`config.mk`:
```
export PLATFORM = sky130hd
export DESIGN_NAME = obd_option_byte_decoder
export DESIGN_NICKNAME = d
export VERILOG_FILES = /design/src/rtl/obd_option_byte_decoder.v
export VERILOG_INCLUDE_DIRS = /design/src /design/src/rtl
export SDC_FILE = /design/constraint.sdc
export NUM_CORES = 2
export LEC_CHECK = 0
export BUFFER_PORTS_ARGS = -buffer_cell sky130_fd_sc_hd__buf_4
export CORE_MARGIN = 5
export CORE_UTILIZATION = 60
export DETAILED_ROUTE_END_ITERATION = 6
export PLACE_DENSITY_LB_ADDON = 0.12
export SYNTH_ARGS = -nofsm -noshare
export SYNTH_HDL_FRONTEND = slang
export SYNTH_SLANG_ARGS = --single-unit
```
`constraint.sdc`:
```
create_clock -name pclk -period 13.2 [get_ports pclk]
set_input_delay 1.98 -clock pclk [delete_from_list [all_inputs] [get_ports pclk]]
set_output_delay 1.98 -clock pclk [all_outputs]
set_load 0.02 [all_outputs]
```
`src/rtl/obd_regs.vh`:
```
`ifndef OBD_REGS_VH
`define OBD_REGS_VH
// ----------------------------------------
// Register offsets (APB byte addresses)
// ----------------------------------------
`define OBD_CTRL_OFF 12'h000
`define OBD_STAT_OFF 12'h004
`define OBD_DECODE_OFF 12'h008
`define OBD_DATA_OFF 12'h00c
`define OBD_ADDR_OFF 12'h010
// ----------------------------------------
// Field positions
// ----------------------------------------
`define OBD_BIT_WDG 5
`define OBD_BIT_NESTED_IRQ_SELECT 4
`define OBD_BIT_SDD 3
`define OBD_BIT_USBDIV 1
`define OBD_BIT_RDP 0
`define OBD_CTRL_PROG 0
`define OBD_CTRL_LOAD 1
`define OBD_CTRL_RDREQ 2
`define OBD_CTRL_WRREQ 3
// ----------------------------------------
// Reset and fixed values
// ----------------------------------------
`define OBD_ERASED 8'hff
`define OBD_MEM_ERASED 8'hff
`define OBD_MEM_AW 8
`define OBD_MEM_DEPTH 256
`endif

```
`src/rtl/obd_option_byte_decoder.v`:
```
// Notes on behaviour
// RULE1: An erased option byte reads all ones so every option defaults to one.
// RULE2: The option byte has no processor address and only the programming tool in programming mode reaches it.
// RULE3: Bit 5 low starts the watchdog from reset in hardware, high leaves it to software.
// RULE4: Bit 4 low disables nested interrupts, high enables them.
// RULE5: Bit 3 low enables the supply-drop detector, high disables it.
// RULE6: The programmer must disable the supply-drop detector on low-voltage parts.
// RULE7: Bit 1 low passes a 6 MHz oscillator to USB, high divides a 12 MHz oscillator by two.
// RULE8: The programmer must pick the undivided 6 MHz setting on low-voltage parts.
// RULE9: Bit 0 low enables read-out protection, blocking external memory read and write.
// RULE10: Turning protection off erases the protected memory fully before reprogramming is allowed.
// RULE11: Factory-coded parts use a fixed option byte that cannot change.
// RULE12: Bits 7, 6 and 2 are reserved and ignored by the decoder.
`timescale 1ns/100ps
`include "obd_regs.vh"
module obd_option_byte_decoder #(
  parameter FACTORY_CODED = 0,
  parameter [7:0] FACTORY_BYTE = 8'hff
) (
  input wire pclk,
  input wire presetn,
  input wire psel,
  input wire penable,
  input wire pwrite,
  input wire [11:0] paddr,
  input wire [31:0] pwdata,
  output reg [31:0] prdata,
  output wire pready,
  output wire pslverr,
  input wire prog_mode,
  input wire [7:0] tool_option_byte,
  input wire tool_option_write,
  output wire [7:0] tool_option_read,
  output wire watchdog_start_type_select,
  output wire nested_irq_select,
  output wire supply_drop_detector_select,
  output wire usb_clock_divider_select,
  output wire readout_protect_select,
  output wire watchdog_hw_enable,
  output wire nested_irq_enable,
  output wire supply_drop_detector_enable,
  output wire usb_clock_divide_by_two,
  output wire readout_protect_active,
  output wire erase_busy
);

// ----------------------------------------
// States
// ----------------------------------------
localparam [2:0] ST_IDLE = 3'b001;
localparam [2:0] ST_ERASE = 3'b010;
localparam [2:0] ST_DONE = 3'b100;

// ----------------------------------------
// Storage
// ----------------------------------------
reg [7:0] option_reg;
reg [7:0] option_next;
reg [7:0] mem_reg [0:`OBD_MEM_DEPTH-1];
reg [2:0] state_reg;
reg [`OBD_MEM_AW-1:0] erase_addr_reg;
reg [`OBD_MEM_AW-1:0] acc_addr_reg;
reg [7:0] acc_data_reg;
reg prog_en_reg;
reg block_reg;
reg [7:0] rd_data_reg;
reg [7:0] pending_reg;
reg pending_valid_reg;
integer i;

// ----------------------------------------
// Internal control
// ----------------------------------------
wire [7:0] eff_byte = (FACTORY_CODED != 0) ? FACTORY_BYTE : option_reg; // RULE11
wire bus_access = psel && penable;
wire wr_acc = bus_access && pwrite;
wire rd_acc = bus_access && !pwrite;
wire hit_ctrl;
wire hit_stat;
wire hit_decode;
wire hit_data;
wire hit_addr;
wire addr_ok;
wire erasing = state_reg == ST_ERASE;
wire mem_open = prog_en_reg && !readout_protect_active && !erasing;
wire mem_blocked = !mem_open;
wire [7:0] mem_rd_byte = mem_reg[acc_addr_reg];

// ----------------------------------------
// Erase control
// ----------------------------------------
wire erase_start = (option_next != option_reg) && readout_protect_active && option_next[`OBD_BIT_RDP];
wire erase_last = &erase_addr_reg;

// ----------------------------------------
// Bus response
// ----------------------------------------
assign pready = 1'b1;
assign pslverr = bus_access && !addr_ok;

// ----------------------------------------
// Decode
// ----------------------------------------
function bit_of;
  input [7:0] b;
  input integer pos;
  begin
    bit_of = b[pos];
  end
endfunction

assign watchdog_start_type_select = bit_of(eff_byte, `OBD_BIT_WDG);
assign nested_irq_select = bit_of(eff_byte, `OBD_BIT_NESTED_IRQ_SELECT);
assign supply_drop_detector_select = bit_of(eff_byte, `OBD_BIT_SDD);
assign usb_clock_divider_select = bit_of(eff_byte, `OBD_BIT_USBDIV);
assign readout_protect_select = bit_of(eff_byte, `OBD_BIT_RDP);
assign watchdog_hw_enable = !watchdog_start_type_select; // RULE3
assign nested_irq_enable = nested_irq_select; // RULE4
assign supply_drop_detector_enable = !supply_drop_detector_select; // RULE5
assign usb_clock_divide_by_two = usb_clock_divider_select; // RULE7
assign readout_protect_active = !readout_protect_select; // RULE9
assign erase_busy = erasing;
// Reserved bits 7, 6 and 2 feed no decoded output, only tool_option_read
assign tool_option_read = prog_mode ? eff_byte : 8'h00; // RULE2 RULE12

// ----------------------------------------
// Address decode
// ----------------------------------------
function addr_hit;
  input [11:0] a;
  input [11:0] off;
  begin
    addr_hit = (a == off);
  end
endfunction

assign hit_ctrl = addr_hit(paddr, `OBD_CTRL_OFF);
assign hit_stat = addr_hit(paddr, `OBD_STAT_OFF);
assign hit_decode = addr_hit(paddr, `OBD_DECODE_OFF);
assign hit_data = addr_hit(paddr, `OBD_DATA_OFF);
assign hit_addr = addr_hit(paddr, `OBD_ADDR_OFF);
assign addr_ok = hit_ctrl || hit_stat || hit_decode || hit_data || hit_addr;

wire ctrl_wr = wr_acc && hit_ctrl;
wire stat_rd = rd_acc && hit_stat;
wire addr_wr = wr_acc && hit_addr;
wire data_wr = wr_acc && hit_data;
wire rd_req = ctrl_wr && pwdata[`OBD_CTRL_RDREQ];
wire wr_req = ctrl_wr && pwdata[`OBD_CTRL_WRREQ];

// ----------------------------------------
// Option byte, tool side only
// ----------------------------------------
always @* begin
  option_next = option_reg;
  if (prog_mode && tool_option_write && (FACTORY_CODED == 0)) begin // RULE2 RULE11
    option_next = tool_option_byte;
  end
end

// ----------------------------------------
// Erase sequencer
// ----------------------------------------
always @(posedge pclk or negedge presetn) begin
  if (!presetn) begin
    option_reg <= `OBD_ERASED; // RULE1
    state_reg <= ST_IDLE;
    erase_addr_reg <= {`OBD_MEM_AW{1'b0}};
    pending_reg <= `OBD_ERASED;
    pending_valid_reg <= 1'b0;
  end else begin
    case (state_reg)
      ST_IDLE: begin
        if (erase_start) begin
          pending_reg <= option_next; // RULE10
          pending_valid_reg <= 1'b1;
          erase_addr_reg <= {`OBD_MEM_AW{1'b0}};
          state_reg <= ST_ERASE;
        end else begin
          option_reg <= option_next;
        end
      end
      ST_ERASE: begin
        erase_addr_reg <= erase_addr_reg + {{(`OBD_MEM_AW-1){1'b0}}, 1'b1};
        if (erase_last) begin
          state_reg <= ST_DONE;
        end
      end
      ST_DONE: begin
        option_reg <= pending_reg; // RULE10
        pending_valid_reg <= 1'b0;
        state_reg <= ST_IDLE;
      end
      default: begin
        state_reg <= ST_IDLE;
      end
    endcase
  end
end

// ----------------------------------------
// Memory array
// ----------------------------------------
always @(posedge pclk) begin
  if (erasing) begin
    mem_reg[erase_addr_reg] <= `OBD_MEM_ERASED; // RULE10
  end else if (wr_req && mem_open) begin // RULE9
    mem_reg[acc_addr_reg] <= acc_data_reg;
  end
end

// ----------------------------------------
// Programming enable
// ----------------------------------------
always @(posedge pclk or negedge presetn) begin
  if (!presetn) begin
    prog_en_reg <= 1'b0;
  end else if (ctrl_wr) begin
    prog_en_reg <= pwdata[`OBD_CTRL_PROG];
  end
end

// ----------------------------------------
// Memory index
// ----------------------------------------
always @(posedge pclk or negedge presetn) begin
  if (!presetn) begin
    acc_addr_reg <= {`OBD_MEM_AW{1'b0}};
  end else if (addr_wr) begin
    acc_addr_reg <= pwdata[`OBD_MEM_AW-1:0];
  end
end

// ----------------------------------------
// Memory write data
// ----------------------------------------
always @(posedge pclk or negedge presetn) begin
  if (!presetn) begin
    acc_data_reg <= 8'h00;
  end else if (data_wr) begin
    acc_data_reg <= pwdata[7:0];
  end
end

// ----------------------------------------
// Memory read data
// ----------------------------------------
always @(posedge pclk or negedge presetn) begin
  if (!presetn) begin
    rd_data_reg <= 8'h00;
  end else if (rd_req && mem_open) begin
    rd_data_reg <= mem_rd_byte;
  end else if (rd_req) begin
    rd_data_reg <= 8'h00; // RULE9
  end
end

// ----------------------------------------
// Blocked access flag, set wins
// ----------------------------------------
always @(posedge pclk or negedge presetn) begin
  if (!presetn) begin
    block_reg <= 1'b0;
  end else if ((rd_req || wr_req) && mem_blocked) begin
    block_reg <= 1'b1; // RULE9
  end else if (stat_rd) begin
    block_reg <= 1'b0;
  end
end

// ----------------------------------------
// Read data mux
// ----------------------------------------
always @* begin
  prdata = 32'h0000_0000;
  if (rd_acc) begin
    case (paddr)
      `OBD_CTRL_OFF: prdata = {31'h0000_0000, prog_en_reg};
      `OBD_STAT_OFF: prdata = {28'h000_0000, pending_valid_reg, block_reg, erasing, readout_protect_active};
      `OBD_DECODE_OFF: prdata = {27'h000_0000, watchdog_hw_enable, nested_irq_enable,
        supply_drop_detector_enable, usb_clock_divide_by_two, readout_protect_active};
      `OBD_DATA_OFF: prdata = {24'h00_0000, rd_data_reg};
      `OBD_ADDR_OFF: prdata = {24'h00_0000, acc_addr_reg};
      default: prdata = 32'h0000_0000;
    endcase
  end
end

// ----------------------------------------
// Memory fill at power-up
// ----------------------------------------
initial begin
  for (i = 0; i < `OBD_MEM_DEPTH; i = i + 1) begin
    mem_reg[i] = `OBD_MEM_ERASED;
  end
end

endmodule // obd_option_byte_decoder

```
==> flow_summary.rst <==
.. list-table::
   :header-rows: 1

   * - Metric
     - Value
   * - Worst setup path startpoint
     - paddr[9]
   * - Max FFs per register
     - 2048
   * - Pins Over Slew Limit
     - 0
   * - Clock tree from TritonCTS
     - yes
   * - Largest cells by area after synthesis
     - edfxtp_1 74%, mux4_2 11%, mux2i_1 3.3%, nor2_1 1.2%, dfrtp_1 1.1%
   * - Worst slew slack as a fraction of its limit
     - 4.819%
   * - Synth warnings
     - 0
   * - Cell area after synthesis
     - 83130 um2
   * - Count of filler cells inserted in the layout
     - 8909
   * - Path type of the worst min-delay path
     - flop to flop
   * - Maximum Capacitance Violations
     - 0
   * - Sort of element at the end of the critical path
     - flop
   * - Worst Clk Skew
     - 0.02610 ns
   * - Overall routed net length
     - 198400 um
   * - Number of levels the H-tree was split into
     - 4
   * - FF-to-FF Start
     - acc_addr_reg[1]$_DFFE_PN0P_
   * - Average footprint of a synthesized cell
     - 19.90 um2
   * - Vias post-DR
     - 41635
   * - Floorplan die area
     - 146100 um2
   * - Top cell type's share of synthesized area
     - 73.98%
   * - Iteration-0 DRC Markers
     - 4541
   * - Number of post-CTS setup repair buffers
     - 0
   * - Detailed-router iteration count before antenna repair
     - 5
   * - Hold-fix buffers, CTS
     - 0
   * - Post-route antenna net violation count
     - 0
   * - Ports
     - 112
   * - Clock slew at the register clock pins of the worst setup and hold paths
     - 0.06 ns
   * - Std-Cell Core Area
     - 137700 um2
   * - Final design area excluding fillers
     - 91610 um2
   * - Detail-routed net length per standard cell
     - 31.79 um
   * - Number of rows created at floorplan
     - 136
   * - Clock latency on the worst-skew pair
     - 0.83 ns
   * - Final hold slack
     - 0.4860 ns
   * - Count of final setup violators
     - 0
   * - Proportion of register bits with asynchronous set or reset after synthesis
     - 2.569%
   * - Maximum ir drop on the vdd rail
     - 0.1435 mV
   * - Cell area reported after detailed placement
     - 85210 um2
   * - Vias/cell
     - 6.670
   * - Total global routing track utilization
     - 27.36%
   * - Final sum of negative setup slack
     - 0 ns
   * - Arrival time reported for the critical path endpoint
     - 6.29 ns
   * - Sequential fraction of the synthesis area
     - 75.63%
   * - Estimated wirelength of the detail-placed design
     - 115900 um
   * - Root buffer selected by CTS
     - clkbuf_16
   * - DRC
     - 0
   * - Setup repair after global routing missed its margin
     - false
   * - Critical path launch point type
     - primary input
   * - Number of antenna violations at the first check in global routing
     - 4
   * - Most used flip-flop cell after synthesis
     - edfxtp_1
   * - Number of synthesized register bits
     - 2102
   * - Worst Path Required
     - 13.64 ns
   * - Crit Path Category
     - primary input to flop
   * - Largest fanout on the critical path
     - 17
   * - Dominant cell type by area after synthesis
     - edfxtp_1
   * - Weighted congestion reported at the end of routability-driven placement
     - 0.8612
   * - Number of enable-type register cells in the synthesized netlist
     - 2048
   * - Height of the die
     - 382.2 um
   * - Proportion of layout cells with a drive suffix above 1
     - 21.53%
   * - Result of the run
     - finished clean
   * - Leakage power figure
     - 0.03224 uW
   * - Clock period minus final worst setup slack
     - 5.849 ns
   * - Effective utilization at floorplan
     - 60.39%
   * - Number of distinct library cells after synthesis
     - 75
   * - Maximum clock path buffer count
     - 3
   * - Residual overflow from global routing
     - 0
   * - Cell area power density
     - 141.7 nW/um2
   * - Via count of the first global-routing pass
     - 41783
   * - Post-cts resize count
     - 0
   * - Slew @ Worst Pin
     - 1.428 ns
   * - Fin crit share
     - 44.31%
   * - Largest net degree at the start of global routing
     - 218
   * - Area Growth Syn to Fin
     - 10.20%
   * - Final-stage net count
     - 4337
   * - Sink Count
     - 2102
   * - Launch instance of the worst min-delay path
     - pending_reg[6]$_DFFE_PN1P_
   * - Highest achievable clock rate
     - 171.0 MHz
   * - Number of buffers inserted during clock tree synthesis
     - 203
   * - Synthesized instance count
     - 4177
   * - Number of buffers added on ports
     - 62
   * - Global-route wire length before repair
     - 289800 um
   * - Hold Violations, Final
     - 0
   * - Die width
     - 382.2 um
[metal layers]
layer | global-route usage, % | wire length, um | share of wire [%] | up-vias
li1 | - | - | - | 17415
met1 | 39.69 | 79200 | 40 | 21926
met2 | 42.02 | 93900 | 47 | 1938
met3 | 6.256 | 18280 | 9.2 | 356
met4 | 9.289 | 7048 | 3.6 | 0
met5 | 0 | 0 | 0 | -
[metrics by stage]
stage | power (uW) | setup WS, ns | std cells | utilization [%]
2_1_floorplan | 7465 | 6.355 | 4200 | -
6_report | 12980 | 7.351 | 6242 | 66.55
5_1_grt | 13350 | 7.268 | 6239 | 66.54
3_5_place_dp | 7516 | 6.638 | 5866 | 61.89
3_3_place_gp | 7513 | 6.675 | 5866 | 61.89
4_1_cts | 13050 | 7.502 | 6239 | 66.54
[layout make-up]
class | count | area (um2) | area share, %
clock buffers | 256 | 5381 | 5.874
clock inverters | 117 | 1013 | 1.106
diodes | 3 | 7.507 | 0.008195
flip-flops and latches | 2102 | 62890 | 68.65
multi-input cells | 1805 | 18790 | 20.51
repair buffers | 157 | 1254 | 1.369
inverters | 8 | 30.03 | 0.03278
well taps | 1794 | 2245 | 2.450
[path summary, 6_finish.rpt]
| kind | slack [ns] | cells after the start | end |
|---|---|---|---|
| max | 7.35 | 9 | mem_reg[61][1]$_DFFE_PP_ |
| min | 0.49 | 2 | eff_byte[6]$_DFFE_PN1P_ |
| max reg2reg | 7.84 | 10 | rd_data_reg[0]$_DFFE_PN0P_ |
| min reg2reg | 0.49 | 2 | eff_byte[6]$_DFFE_PN1P_ |
| max in group asynchronous | 11.35 | 1 | acc_addr_reg[2]$_DFFE_PN0P_ |
| min in group asynchronous | 1.25 | 1 | state_reg[1]$_DFFE_PN0P_ |
[layout by cell type (no fill, tap or decap), types with 19 or more instances in the layout]
master,n
o21ai_0,73
nand4_1,19
o211ai_1,31
mux2i_1,271
clkbuf_1,45
nand3_1,37
clkinv_2,26
nor3_1,40
buf_4,151
nor2_1,267
mux4_2,417
o22ai_1,41
edfxtp_1,2048
mux2_2,30
conb_1,25
nand2_1,125
a22oi_1,78
clkinv_1,59
a21oi_1,56
a21boi_0,29
o221ai_1,85
clkbuf_16,205
dfrtp_1,31
[logic make-up (layout without fill, tap and decap cells)]
logic type	after synthesis	after routing	share of synthesized area, %
AO/OA/AOI/OAI	464	464	3.972
flip-flops	2102	2102	75.63
multiplexers	718	718	14.97
AND/OR/NAND/NOR	596	596	3.396
other	2	28	0.009034
XOR/XNOR	1	1	0.01054
buffers and inverters	293	538	1.997
adder cells (fa/ha/maj)	1	1	0.01505
[where the power goes]
| group | switching (uW) | internal [uW] | total [uW] |
|---|---|---|---|
| registers | 18.5 | 7230 | 7250 |
| logic | 82.9 | 43.8 | 127 |
| clock network | 2430 | 3170 | 5600 |
[cell usage after synthesis (8+ instances only)]
library cell / n
nand3b_1: 8
mux2_2: 30
and2_1: 13
a21oi_1: 56
nand3_1: 39
nor3_1: 40
buf_2: 79
a22oi_1: 78
edfxtp_1: 2048
dfstp_2: 17
dfrtp_1: 37
nor2_1: 267
nand2b_1: 19
mux2i_1: 271
nand2_1: 126
buf_4: 60
mux4_2: 417
clkbuf_1: 97
and4_1: 8
o22ai_1: 41
o221ai_1: 85
o41ai_1: 9
nor2b_1: 10
o211ai_1: 31
o21ai_0: 73
a211oi_1: 11
buf_1: 17
o2111ai_1: 14
buf_6: 31
nand4_1: 19
a21boi_0: 29
[worst max-delay path: stages]
cell	delay, ns
buf_4	0.11
nor4_2	0.30
and4_1	0.33
and2_1	0.21
nand3_1	0.45
nand2_1	0.66
nand3b_1	1.00
buf_4	0.57
nor2_1	0.63
No activity file was read; power rests on OpenSTA's default activity.
